$ cat src/wake_consts.svh
// register offsets, field positions and timing counts for the wake event block
`ifndef WAKE_CONSTS_SVH
`define WAKE_CONSTS_SVH
`define INT_STATUS_ADDR   8'h7C
`define INT_MASK_ADDR     8'h7D
`define WAKE_MASK_ADDR    8'h7E
`define WAKE_STATUS_ADDR  8'h7F
`define ENERGY_TIME_ADDR  8'h80
`define MAC_ADDR_BASE     8'h81
`define WAKE_BIT_ENERGY   0
`define WAKE_BIT_LINK     1
`define WAKE_BIT_PACKET   2
`define PME_STATUS_BIT    4
`define SYNC_BYTE         8'hFF
`define SYNC_LEN          6
`define ADDR_REPEATS      16
`define MAC_BYTES         6
`define ENERGY_TIME_RST   16'h00FF
`define NUM_PORTS         4
`endif

$ cat src/wake_pkg.sv
// types shared by the wake event block
package wake_pkg;
  typedef enum logic [1:0] {
    SCAN_SYNC  = 2'b00,
    SCAN_ADDR  = 2'b01,
    SCAN_DONE  = 2'b10
  } scan_state_t;
endpackage

$ cat src/wake_event_detect_and_irq.sv
// wake event detection, status/mask registers and interrupt outputs
// What this block does
// - energy event only after programmed hold time
// - link wake event on link going up
// - sync is six consecutive 0xFF bytes
// - then sixteen unbroken copies of node address
// - sequence may sit at any payload offset
// - packet scan only with wake mask bit2
// - scan own-address and broadcast frames alike
// - incomplete sequence gives no wake action
// - valid wake packet asserts event line
// - enabled status bits 3:0 assert low interrupt
// - mask bits 3:0 gate interrupt conditions
// - status bits 3:0 record interrupt conditions
// - reading status clears bits 3:0
// - mask bit4 gates event line; status bit4
// - reading status clears bit 4
// - host reaches all registers through serial client
// - phy management port never sees these registers
// - per-port wake status bits 0,1,2 record events
`timescale 1ns/1ps
`include "wake_consts.svh"
module wake_event_detect_and_irq
  import wake_pkg::*;
(
  input  wire logic        mclk_i,
  input  wire logic        rst_b_i,
  // register port of the serial client, same clock domain
  input  wire logic        reg_wr_i,
  input  wire logic        reg_rd_i,
  input  wire logic [7:0]  reg_addr_i,
  input  wire logic [7:0]  reg_wdata_i,
  output logic [7:0]       reg_rdata_o,
  // port wake select for the per-port wake registers
  input  wire logic [1:0]  port_sel_i,
  // raw pins from the phys, asynchronous
  input  wire logic [3:0]  energy_pin_i,
  input  wire logic [3:0]  link_up_pin_i,
  // received frame stream, one port at a time, core clock
  input  wire logic [1:0]  rx_port_i,
  input  wire logic        rx_sof_i,
  input  wire logic        rx_vld_i,
  input  wire logic [7:0]  rx_byte_i,
  input  wire logic        rx_eof_i,
  input  wire logic        rx_to_node_i,
  input  wire logic        rx_bcast_i,
  // four interrupt conditions from elsewhere in the switch
  input  wire logic [3:0]  int_cond_i,
  output logic             int_line_low_o,
  output logic             wake_event_line_low_o
);
  logic [3:0]  energy_s1_q;
  logic [3:0]  energy_s2_q;
  logic [3:0]  link_s1_q;
  logic [3:0]  link_s2_q;
  logic [3:0]  link_prev_q;
  logic [15:0] energy_cnt_q [`NUM_PORTS];
  logic [3:0]  energy_fired_q;
  logic [15:0] energy_time_q;
  logic [47:0] mac_q;
  logic [2:0]  wake_mask_q [`NUM_PORTS];
  logic [2:0]  wake_stat_q [`NUM_PORTS];
  logic [4:0]  int_stat_q;
  logic [4:0]  int_mask_q;
  logic [7:0]  rdata_q;
  logic        int_low_q;
  logic        pme_low_q;
  logic [3:0]  energy_ev;
  logic [3:0]  link_ev;
  logic [3:0]  pkt_ev;
  logic        pkt_match;
  logic        scan_en;
  logic        frame_ok;
  logic        any_port_wake;
  logic        rd_int_stat;
  logic        rd_wake_stat;
  logic        wr_int_mask;
  logic        wr_wake_mask;
  logic        wr_energy_time;
  logic [7:0]  rdata_d;
  logic [2:0]  mac_idx;
  logic        wr_mac;

  // two-stage synchronisers on the phy level pins
  always_ff @(posedge mclk_i or negedge rst_b_i) begin
    if (!rst_b_i) begin
      energy_s1_q <= 4'h0;
      energy_s2_q <= 4'h0;
      link_s1_q   <= 4'h0;
      link_s2_q   <= 4'h0;
      link_prev_q <= 4'h0;
    end else begin
      energy_s1_q <= energy_pin_i;
      energy_s2_q <= energy_s1_q;
      link_s1_q   <= link_up_pin_i;
      link_s2_q   <= link_s1_q;
      link_prev_q <= link_s2_q;
    end
  end

  // link wake on rising edge of the synchronised link level
  assign link_ev = link_s2_q & ~link_prev_q;

  // energy must persist beyond the programmed count; one event per burst
  genvar p;
  generate
    for (p = 0; p < `NUM_PORTS; p++) begin : g_energy
      assign energy_ev[p] = energy_s2_q[p] && !energy_fired_q[p]
                            && energy_cnt_q[p] > energy_time_q;
      always_ff @(posedge mclk_i or negedge rst_b_i) begin
        if (!rst_b_i) begin
          energy_cnt_q[p]   <= 16'h0000;
          energy_fired_q[p] <= 1'b0;
        end else if (!energy_s2_q[p]) begin
          energy_cnt_q[p]   <= 16'h0000;
          energy_fired_q[p] <= 1'b0;
        end else begin
          if (energy_cnt_q[p] != 16'hFFFF) begin
            energy_cnt_q[p] <= energy_cnt_q[p] + 16'h0001;
          end
          if (energy_ev[p]) begin
            energy_fired_q[p] <= 1'b1;
          end
        end
      end
    end
  endgenerate

  // scan only frames for this node or broadcast, with the packet enable set
  assign frame_ok = rx_to_node_i || rx_bcast_i;
  assign scan_en  = wake_mask_q[rx_port_i][`WAKE_BIT_PACKET] && frame_ok;

  // one scanner shared by all ports; the stream carries one frame at a time
  wake_scanner u_scanner (
    .mclk_i     (mclk_i),
    .rst_b_i    (rst_b_i),
    .enable_i   (scan_en),
    .sof_i      (rx_sof_i),
    .byte_vld_i (rx_vld_i),
    .byte_i     (rx_byte_i),
    .eof_i      (rx_eof_i),
    .mac_i      (mac_q),
    .match_o    (pkt_match)
  );

  assign pkt_ev = pkt_match ? 4'(4'h1 << rx_port_i) : 4'h0;

  // register decode; only the serial client reaches these, never the phy port
  assign rd_int_stat    = reg_rd_i && reg_addr_i == `INT_STATUS_ADDR;
  assign rd_wake_stat   = reg_rd_i && reg_addr_i == `WAKE_STATUS_ADDR;
  assign wr_int_mask    = reg_wr_i && reg_addr_i == `INT_MASK_ADDR;
  assign wr_wake_mask   = reg_wr_i && reg_addr_i == `WAKE_MASK_ADDR;
  assign wr_energy_time = reg_wr_i && reg_addr_i == `ENERGY_TIME_ADDR;
  assign wr_mac         = reg_wr_i && reg_addr_i >= `MAC_ADDR_BASE
                          && reg_addr_i < 8'(`MAC_ADDR_BASE + `MAC_BYTES);
  assign mac_idx        = 3'(reg_addr_i - `MAC_ADDR_BASE);

  // per-port wake status, sticky; a new event beats a read clear
  generate
    for (p = 0; p < `NUM_PORTS; p++) begin : g_wake
      always_ff @(posedge mclk_i or negedge rst_b_i) begin
        if (!rst_b_i) begin
          wake_stat_q[p] <= 3'h0;
          wake_mask_q[p] <= 3'h0;
        end else begin
          if (wr_wake_mask && port_sel_i == 2'(p)) begin
            wake_mask_q[p] <= reg_wdata_i[2:0];
          end
          wake_stat_q[p] <= ((rd_wake_stat && port_sel_i == 2'(p)) ? 3'h0 : wake_stat_q[p])
                            | {pkt_ev[p], link_ev[p], energy_ev[p]};
        end
      end
    end
  endgenerate

  // any enabled port wake event raises status bit 4
  always_comb begin
    any_port_wake = 1'b0;
    for (int i = 0; i < `NUM_PORTS; i++) begin
      any_port_wake = any_port_wake
                      | (|(wake_mask_q[i] & {pkt_ev[i], link_ev[i], energy_ev[i]}));
    end
  end

  // configuration registers
  always_ff @(posedge mclk_i or negedge rst_b_i) begin
    if (!rst_b_i) begin
      int_mask_q    <= 5'h00;
      energy_time_q <= `ENERGY_TIME_RST;
      mac_q         <= 48'h0000_0000_0000;
    end else begin
      if (wr_int_mask) begin
        int_mask_q <= reg_wdata_i[4:0];
      end
      if (wr_energy_time) begin
        energy_time_q <= {8'h00, reg_wdata_i};
      end
      if (wr_mac) begin
        mac_q[8'(47 - 8 * mac_idx) -: 8] <= reg_wdata_i;
      end
    end
  end

  // status clears on read, set wins over a simultaneous clear
  always_ff @(posedge mclk_i or negedge rst_b_i) begin
    if (!rst_b_i) begin
      int_stat_q <= 5'h00;
    end else begin
      int_stat_q <= (rd_int_stat ? 5'h00 : int_stat_q)
                    | {any_port_wake, int_cond_i};
    end
  end

  // read mux, registered so data lands the cycle after the strobe
  always_comb begin
    rdata_d = 8'h00;
    if (reg_addr_i == `INT_STATUS_ADDR) begin
      rdata_d = {3'h0, int_stat_q};
    end else if (reg_addr_i == `INT_MASK_ADDR) begin
      rdata_d = {3'h0, int_mask_q};
    end else if (reg_addr_i == `WAKE_MASK_ADDR) begin
      rdata_d = {5'h00, wake_mask_q[port_sel_i]};
    end else if (reg_addr_i == `WAKE_STATUS_ADDR) begin
      rdata_d = {5'h00, wake_stat_q[port_sel_i]};
    end else if (reg_addr_i == `ENERGY_TIME_ADDR) begin
      rdata_d = energy_time_q[7:0];
    end else if (reg_addr_i >= `MAC_ADDR_BASE
                 && reg_addr_i < 8'(`MAC_ADDR_BASE + `MAC_BYTES)) begin
      rdata_d = mac_q[8'(47 - 8 * mac_idx) -: 8];
    end
  end

  // outputs registered to keep the pins glitch free
  always_ff @(posedge mclk_i or negedge rst_b_i) begin
    if (!rst_b_i) begin
      rdata_q   <= 8'h00;
      int_low_q <= 1'b1;
      pme_low_q <= 1'b1;
    end else begin
      if (reg_rd_i) begin
        rdata_q <= rdata_d;
      end
      int_low_q <= ~|(int_stat_q[3:0] & int_mask_q[3:0]);
      pme_low_q <= ~(int_stat_q[`PME_STATUS_BIT] & int_mask_q[`PME_STATUS_BIT]);
    end
  end

  assign reg_rdata_o           = rdata_q;
  assign int_line_low_o        = int_low_q;
  assign wake_event_line_low_o = pme_low_q;
endmodule

$ cat src/wake_scanner.sv
// one-port wake packet scanner over a received payload byte stream
`timescale 1ns/1ps
`include "wake_consts.svh"
module wake_scanner
  import wake_pkg::*;
(
  input  wire logic        mclk_i,
  input  wire logic        rst_b_i,
  input  wire logic        enable_i,
  input  wire logic        sof_i,
  input  wire logic        byte_vld_i,
  input  wire logic [7:0]  byte_i,
  input  wire logic        eof_i,
  input  wire logic [47:0] mac_i,
  output logic             match_o
);
  scan_state_t state_q;
  scan_state_t state_d;
  logic [2:0]  sync_cnt_q;
  logic [2:0]  sync_cnt_d;
  logic [6:0]  addr_cnt_q;
  logic [6:0]  addr_cnt_d;
  logic [2:0]  byte_idx;
  logic [7:0]  want_byte;
  logic        is_ff;
  logic        is_want;
  logic        last_addr;

  // address bytes go out msb first, as on the wire
  assign byte_idx  = 3'(addr_cnt_q % 7'd6);
  assign want_byte = mac_i[8'(47 - 8 * byte_idx) -: 8];
  assign is_ff     = byte_i == `SYNC_BYTE;
  assign is_want   = byte_i == want_byte;
  assign last_addr = addr_cnt_q == 7'(`ADDR_REPEATS * `MAC_BYTES - 1);

  // a break in the address run falls back to sync hunting, so any offset works
  always_comb begin
    state_d    = state_q;
    sync_cnt_d = sync_cnt_q;
    addr_cnt_d = addr_cnt_q;
    if (sof_i || !enable_i) begin
      state_d    = SCAN_SYNC;
      sync_cnt_d = 3'h0;
      addr_cnt_d = 7'h00;
    end else if (byte_vld_i) begin
      unique case (state_q)
        SCAN_SYNC: begin
          if (is_ff) begin
            if (sync_cnt_q == 3'(`SYNC_LEN - 1)) begin
              state_d    = SCAN_ADDR;
              addr_cnt_d = 7'h00;
            end else begin
              sync_cnt_d = sync_cnt_q + 3'h1;
            end
          end else begin
            sync_cnt_d = 3'h0;
          end
        end
        SCAN_ADDR: begin
          if (is_want) begin
            addr_cnt_d = addr_cnt_q + 7'h01;
            if (last_addr) begin
              state_d = SCAN_DONE;
            end
          end else if (is_ff) begin
            // long ff runs keep the sync satisfied
            if (addr_cnt_q != 7'h00) begin
              state_d    = SCAN_SYNC;
              sync_cnt_d = 3'h1;
            end
          end else begin
            state_d    = SCAN_SYNC;
            sync_cnt_d = 3'h0;
          end
        end
        SCAN_DONE: begin
          state_d = SCAN_DONE;
        end
        default: begin
          state_d = SCAN_SYNC;
        end
      endcase
    end
  end

  always_ff @(posedge mclk_i or negedge rst_b_i) begin
    if (!rst_b_i) begin
      state_q    <= SCAN_SYNC;
      sync_cnt_q <= 3'h0;
      addr_cnt_q <= 7'h00;
    end else begin
      state_q    <= state_d;
      sync_cnt_q <= sync_cnt_d;
      addr_cnt_q <= addr_cnt_d;
    end
  end

  // a frame without the full sequence yields nothing
  assign match_o = eof_i && enable_i && state_q == SCAN_DONE;
endmodule
$ cat config.mk
export PLATFORM = sky130hd
export DESIGN_NAME = wake_event_detect_and_irq
export DESIGN_NICKNAME = d
export VERILOG_FILES = /design/src/wake_pkg.sv /design/src/wake_event_detect_and_irq.sv /design/src/wake_scanner.sv
export VERILOG_INCLUDE_DIRS = /design/src
export SDC_FILE = /design/constraint.sdc
export NUM_CORES = 1
export LEC_CHECK = 0
export BUFFER_PORTS_ARGS = -buffer_cell sky130_fd_sc_hd__buf_2
export CAP_MARGIN = 20
export CORE_ASPECT_RATIO = 1.75
export CORE_MARGIN = 5
export CORE_UTILIZATION = 56
export DETAILED_ROUTE_END_ITERATION = 12
export GPL_TIMING_DRIVEN = 0
export PLACE_DENSITY = 0.8
export SKIP_LAST_GASP = 1
export SYNTH_ARGS = -nofsm -noshare
export SYNTH_HDL_FRONTEND = slang
export SYNTH_SLANG_ARGS = --single-unit
export TNS_END_PERCENT = 10
$ cat constraint.sdc
create_clock -name mclk_i -period 5.5 [get_ports mclk_i]
set_clock_uncertainty 0.2 [all_clocks]
set_input_delay 0.55 -clock mclk_i [delete_from_list [all_inputs] [get_ports mclk_i]]
set_output_delay 0.55 -clock mclk_i [all_outputs]
set_load 0.05 [all_outputs]
==> results.sh, run 1 <==
export IMPL_first_iter_violations=658
export IMPL_p_leak_nw=5.921
export IMPL_die_w_um=118.6
export IMPL_syn_nets=1235
export IMPL_gp_congestion=0.9163
export IMPL_clk_pin_slew_worst_paths_ns=0.07
export IMPL_dp_hpwl_mm=22.02
export IMPL_ys_flop_type="dfrtp_1"
export IMPL_core_region_area_um2=20290
export IMPL_outcome="complete, no violations"
export IMPL_relSlewSlack_pct=28.64
export IMPL_min_period_ns=5.267
export IMPL_dieArea_um2=23720
export IMPL_cp_slowest_cell="dfrtp_2"
export IMPL_maxCapViolations=0
export IMPL_irDropWorstVdd_mv=0.2688
export IMPL_grt_usage_pct=25.02
export IMPL_powerDensity_nw_per_um2=232.1
export IMPL_async_reset_ff_share_pct=100.0
export IMPL_diodes=0
export IMPL_area_growth_pct=13.84
export IMPL_synth_edff_count=0
export IMPL_hold_class="in2reg"
export IMPL_yosys_area_top_type="dfrtp_1"
export IMPL_grt_max_degree=131
export IMPL_ys_warn_count=0
export IMPL_critPathMaxStageDelay_ns=0.42
export IMPL_end_kind="register"
export IMPL_worst_pin_slew_ns=1.062
export IMPL_synthMostInstantiatedCell="dfrtp_1"
export IMPL_avgSynthCellArea_um2=10.17
export IMPL_die_h_um=200.0
export IMPL_setup_viol=0
export IMPL_vias_per_cell=6.218
export IMPL_syn_inst=1136
export IMPL_htree_levels=4
export IMPL_arrival_ns=5.39
export IMPL_yosysUniqueCellTypes=80
export IMPL_ys_ff_latch=200
export IMPL_finalCritPeriodShare_pct=95.77
export IMPL_pre_cts_ws_ns=-1.139
export IMPL_drtAntennaViolNets=0
export IMPL_final_nets=1336
export IMPL_cts_buffers_inserted=17
export IMPL_synth_top_cells_by_count="dfrtp_1 (190), nor2_1 (109), nand2_1 (92)"
export IMPL_seq_area_frac_synth_pct=43.42
export IMPL_path_max_fanout=10
export IMPL_setup_ws_ns=0.2328
export IMPL_grt_pass1_vias=9753
export IMPL_clockBufferDepth=2
export IMPL_insertion_delay_ns=0.44
export IMPL_total_power_mw=3.054
export IMPL_drv_slew=0
export IMPL_critPathLaunchType="register"
export IMPL_synth_top_area_share_pct=41.14
export IMPL_cts_tree="done"
export IMPL_synth_area_um2=11560
export IMPL_path_class="reg2reg"
export IMPL_portBuffers=57
export IMPL_drt_total_wl_mm=29.07
export IMPL_grt_first_pass_wirelength_mm=48.20
export IMPL_dr_total_vias=9314
export IMPL_cts_root_buf="clkbuf_16"
export IMPL_drive_gt1_share_pct=20.72
export IMPL_antenna_found_initial=1
export IMPL_max_freq_mhz=189.9
export IMPL_io_pins=59
export IMPL_clock_sinks=200
export IMPL_wl_per_cell_um=19.41
export IMPL_drt_pass1_iter_count=5
export IMPL_start_util_pct=56.96
export IMPL_grt_overflow=0
export IMPL_synth_area_leaders="dfrtp_1 (41%), mux2_2 (7.6%), ha_1 (5.4%)"
export IMPL_rows=69
export IMPL_final_util_pct=64.84
export IMPL_critPathRequiredTime_ns=5.63
export IMPL_finalHoldViolCount=0
export IMPL_drc=0
-- metal layers --
layer | global-route usage, % | up-vias | share of wire, %
li1 | - | 4336 | -
met1 | 26.08 | 4565 | 35
met2 | 46.41 | 295 | 55
met3 | 3.637 | 116 | 3.6
met4 | 16.44 | 2 | 6.5
met5 | 0 | - | 0.045
-- logic make-up after synthesis --
group / share of synthesized area, %
compound gates: 11.55
flops: 43.42
xor+xnor: 3.865
fa+ha+maj: 5.414
mux: 13.91
buf+inv: 3.281
simple gates: 18.56
-- registers in the layout, summed over array words and instances (netlist names) --
signal                 flops
wake_stat_q               12
energy_cnt_q              64
energy_time_q              8
int_mask_q                 5
int_line_low_o             1
wake_mask_q               12
int_stat_q                 5
energy_s1_q                4
wake_event_line_low_o      1
reg_rdata_o                8
u_scanner.sync_cnt_q       3
link_s2_q                  4
u_scanner.state_q          2
energy_fired_q             4
link_prev_q                4
u_scanner.addr_cnt_q       7
energy_s2_q                4
mac_q                     48
link_s1_q                  4
-- report_power, final --
part	leakage, nW	total (mW)	internal, mW	switching, mW
Clock	0.276	1.21	0.637	0.573
Sequential	2.61	1.54	1.51	0.0285
Combinational	3.04	0.308	0.116	0.192
Total	5.92	3.05	2.26	0.793
-- path summary, 6_finish.rpt --
check | start | slack, ns | cells after the start | endpoint
hold reg to reg | link_s1_q[1]$_DFF_PN0_ | 0.15 | 0 | link_s2_q[1]$_DFF_PN0_
hold / removal | link_up_pin_i[1] | 0.02 | 1 | link_s1_q[1]$_DFF_PN0_
setup reg to reg | u_scanner.addr_cnt_q[0]$_DFFE_PN0P_ | 0.23 | 26 | u_scanner.sync_cnt_q[0]$_DFFE_PN0P_
max in group asynchronous | rst_b_i | 3.59 | 3 | u_scanner.addr_cnt_q[0]$_DFFE_PN0P_
setup / recovery | u_scanner.addr_cnt_q[0]$_DFFE_PN0P_ | 0.23 | 26 | u_scanner.sync_cnt_q[0]$_DFFE_PN0P_
min in group asynchronous | rst_b_i | 0.45 | 2 | energy_cnt_q[46]$_DFFE_PN0P_
-- cell type report --
cell class / count / area (um^2)
Multi-Input combinational cell: 839 / 6325
Buffer: 33 / 161.4
Clock inverter: 14 / 138.9
Clock buffer: 18 / 429.2
Inverter: 64 / 251.5
Tap cell: 248 / 310.3
Fill cell: 1620 / 7133
Timing Repair Buffer: 82 / 518.0
Sequential cell: 200 / 5021
-- cells in the final DEF (no fill, tap or decap), types with 18 or more instances in the layout --
master      n
clkbuf_1   23
dfrtp_1   187
xor2_1     33
nor2b_1    23
nand2_1    92
nor3_1     24
buf_2      63
ha_1       47
mux2_2     78
o21ai_0    35
and3_1     18
nand3_1    56
o22ai_1    18
o21a_1     19
nand4_1    26
nor2_1    107
inv_1      60
mux2i_1    34
-- through the flow --
stage,area (um^2),setup TNS [ns],std cells,hold slack [ns]
detailed placement,12230,-11.30,1444,0.1356
CTS,12990,0,1489,0.001879
global route,13160,-0.06663,1498,0.004416
global placement,12170,-11.20,1441,0.1327
finish,13160,0,1498,0.02019
floorplan,11570,0,1136,0.05441
-- what timing repair did --
item,CTS,global route
resized for setup,25,20
setup endpoints to repair,12,12
pin swaps,5,14
hold buffers,3,1
hold endpoints to repair,69,1
buffers inserted,10,8
-- worst max-delay path, delay by kind of cell, from the launching register on --
kind                       cells  cell delay [ns]
AOI/OAI and AO/OA              8             1.49
and+or+nand+nor                9             1.48
adders and majority gates      3             0.62
buffers and inverters          5             0.61
DFF                            1             0.42
muxes                          1             0.31
No activity file was read; power rests on OpenSTA's default activity.
==> run 2: changes to the inputs <==
--- a/config.mk
+++ b/config.mk
@@ -8,13 +8,13 @@
 export LEC_CHECK = 0
 export BUFFER_PORTS_ARGS = -buffer_cell sky130_fd_sc_hd__buf_2
 export CAP_MARGIN = 20
-export CORE_ASPECT_RATIO = 1.75
 export CORE_MARGIN = 5
 export CORE_UTILIZATION = 56
 export DETAILED_ROUTE_END_ITERATION = 12
 export GPL_TIMING_DRIVEN = 0
 export PLACE_DENSITY = 0.8
 export SKIP_LAST_GASP = 1
+export SLEW_MARGIN = 0
 export SYNTH_ARGS = -nofsm -noshare
 export SYNTH_HDL_FRONTEND = slang
 export SYNTH_SLANG_ARGS = --single-unit
==> run 2 against run 1 <==
Against the previous run: the flow now finishes with violations (negative hold slack); first-iteration DRC count grew 37%; register-to-register slack lost 0.04 ns; final area grew 1.3%; non-clock buffer count grew 10; via count grew 0.48%; sequential share of layout area shrank 0.49 points; flip-flop and latch count is the same; critical path depth is the same; worst hold slack lost 0.060 ns; largest cell class unchanged; highest routed layer unchanged.
==> results.sh, run 2 (synthesized netlist as in run 1, its figures left out) <==
export IMPL_maxCapViolations=0
export IMPL_clockBufferDepth=2
export IMPL_cp_slowest_cell="dfrtp_2"
export IMPL_pwr_share_comb_pct=9.5
export IMPL_top_regs="energy_cnt_q (64), mac_q (48)"
export IMPL_clock_sinks=200
export IMPL_cts_buffers_inserted=17
export IMPL_io_pins=59
export IMPL_finalHoldViolCount=36
export IMPL_r2r_slack_ns=0.19
export IMPL_powerDensity_nw_per_um2=240.9
export IMPL_dp_hpwl_mm=20.08
export IMPL_reg2reg_from="u_scanner.addr_cnt_q[0]$_DFFE_PN0P_"
export IMPL_fill_cells=1571
export IMPL_htree_levels=4
export IMPL_first_iter_violations=902
export IMPL_antenna_found_initial=1
export IMPL_portBuffers=57
export IMPL_insertion_delay_ns=0.44
export IMPL_drive_gt1_share_pct=21.67
export IMPL_core_region_area_um2=20300
export IMPL_critPathRequiredTime_ns=5.63
export IMPL_grt_pass1_vias=9293
export IMPL_violations="negative hold slack"
export IMPL_final_common_cell="dfrtp_1"
export IMPL_die_h_um=153.7
export IMPL_end_kind="register"
export IMPL_drc=0
export IMPL_fin_hold_ws_ns=-0.03985
export IMPL_arrival_ns=5.43
export IMPL_relSlewSlack_pct=38.23
export IMPL_pre_cts_ws_ns=-1.098
export IMPL_grt_first_pass_wirelength_mm=47.16
export IMPL_grt_max_degree=110
export IMPL_gp_congestion=0.8894
export IMPL_die_w_um=153.7
export IMPL_area_growth_pct=15.32
export IMPL_grt_overflow=0
export IMPL_path_max_fanout=10
export IMPL_drt_pass1_iter_count=5
export IMPL_wl_per_cell_um=18.74
export IMPL_netSwitchingPower_mw=0.8404
export IMPL_final_nets=1346
export IMPL_rr_endpoint="u_scanner.state_q[0]$_DFFE_PN0P_"
export IMPL_reg2reg_depth=26
export IMPL_cts_tree="done"
export IMPL_outcome="finished with violations"
export IMPL_setup_ws_ns=0.1932
export IMPL_max_freq_mhz=188.4
export IMPL_seqPwrFrac_pct=47.8
export IMPL_finalCritPeriodShare_pct=96.49
export IMPL_crit_family="simple AND/OR/NAND/NOR gates"
export IMPL_rsz0062_at_grt="true"
export IMPL_drv_slew=0
export IMPL_grt_usage_pct=24.47
export IMPL_dieArea_um2=23610
export IMPL_critical_path_n_buffers_inverters=5
export IMPL_top_register="energy_cnt_q"
export IMPL_setup_viol=0
export IMPL_min_period_ns=5.307
export IMPL_worst_pin_slew_ns=0.9195
export IMPL_dr_total_vias=9359
export IMPL_path_class="reg2reg"
export IMPL_vias_per_cell=6.117
export IMPL_drtAntennaViolNets=0
export IMPL_irDropWorstVdd_mv=0.2292
export IMPL_drt_total_wl_mm=28.67
export IMPL_pwr_share_clk_pct=42.7
export IMPL_rows=52
export IMPL_clk_pin_slew_worst_paths_ns=0.08
export IMPL_cts_root_buf="clkbuf_16"
export IMPL_sw_frac_of_total_pct=26.18
export IMPL_diodes=0
export IMPL_start_util_pct=56.93
export IMPL_p_int_mw=2.370
export IMPL_hold_class="in2async"
export IMPL_critPathLaunchType="register"
export IMPL_critPathMaxStageDelay_ns=0.47
export IMPL_largest_register_ff_count=64
export IMPL_layout_common_cells="dfrtp_1 (187), nor2_1 (107), nand2_1 (91)"
export IMPL_multi_input_area_um2=6299
export IMPL_layout_area_seq_um2=5021
export IMPL_p_leak_nw=6.021
-- run 2: cell count changes in the layout (fill, tap and decap cells not counted), sizes merged --
cell	change
clkinvlp	-3
buf	+10
bufinv	+2
clkbuf	-1
inv	+3
clkinv	-1
-- run 2: final cells by class --
| type | count | area share [%] |
|---|---|---|
| Sequential cell | 200 | 37.68 |
| Tap cell | 270 | 2.535 |
| Timing Repair Buffer | 92 | 4.525 |
| Inverter | 64 | 1.878 |
| Clock buffer | 17 | 3.192 |
| Multi-Input combinational cell | 839 | 47.26 |
| Clock inverter | 15 | 1.671 |
| Buffer | 33 | 1.258 |
-- run 2: per-stage QoR --
step | total power, mW | std cells | util, % | TNS (ns) | cell area [um^2]
3_5_place_dp | 1.860 | 1466 | 60.39 | -10.68 | 12260
6_report | 3.210 | 1530 | 65.65 | 0 | 13330
5_1_grt | 3.343 | 1530 | 65.65 | -0.1347 | 13330
4_1_cts | 3.225 | 1515 | 64.61 | 0 | 13120
3_3_place_gp | 1.847 | 1463 | 60.07 | -10.94 | 12190
2_1_floorplan | 1.736 | 1136 | - | 0 | 11570
-- run 2: power groups by stage --
stage / Combinational, mW / Sequential (mW) / Clock [mW]
2_1_floorplan: 0.175 / 1.56 / 0
3_3_place_gp: 0.287 / 1.56 / 0
3_5_place_dp: 0.298 / 1.56 / 0
4_1_cts: 0.305 / 1.53 / 1.39
5_1_grt: 0.341 / 1.54 / 1.46
6_report: 0.306 / 1.53 / 1.37
-- run 2: what timing repair did --
action,4_1_cts,5_1_grt
pin swaps,4,10
setup endpoints to repair,12,12
gates resized for setup,20,23
hold buffers,3,1
buffers inserted,14,12
endpoints found under the hold margin,3,1
gates cloned,0,1
-- run 2: how the worst max path moves through the flow --
stage | endpoint | start | cells past startpoint
floorplan | u_scanner.sync_cnt_q[0]$_DFFE_PN0P_ | u_scanner.addr_cnt_q[0]$_DFFE_PN0P_ | 25
global placement | u_scanner.sync_cnt_q[0]$_DFFE_PN0P_ | u_scanner.addr_cnt_q[0]$_DFFE_PN0P_ | 25
detailed placement | u_scanner.sync_cnt_q[0]$_DFFE_PN0P_ | u_scanner.addr_cnt_q[0]$_DFFE_PN0P_ | 25
CTS | u_scanner.state_q[0]$_DFFE_PN0P_ | u_scanner.addr_cnt_q[0]$_DFFE_PN0P_ | 26
global route | u_scanner.addr_cnt_q[2]$_DFFE_PN0P_ | u_scanner.addr_cnt_q[0]$_DFFE_PN0P_ | 27
finish | u_scanner.state_q[0]$_DFFE_PN0P_ | u_scanner.addr_cnt_q[0]$_DFFE_PN0P_ | 26
-- run 2: layer usage --
metal	track usage (%)	vias to the layer above	part of all wire [%]
li1	-	4357	-
met1	34.35	4628	45
met2	38.81	312	47
met3	5.340	60	6.0
met4	6.644	2	2.3
met5	0	-	0.024
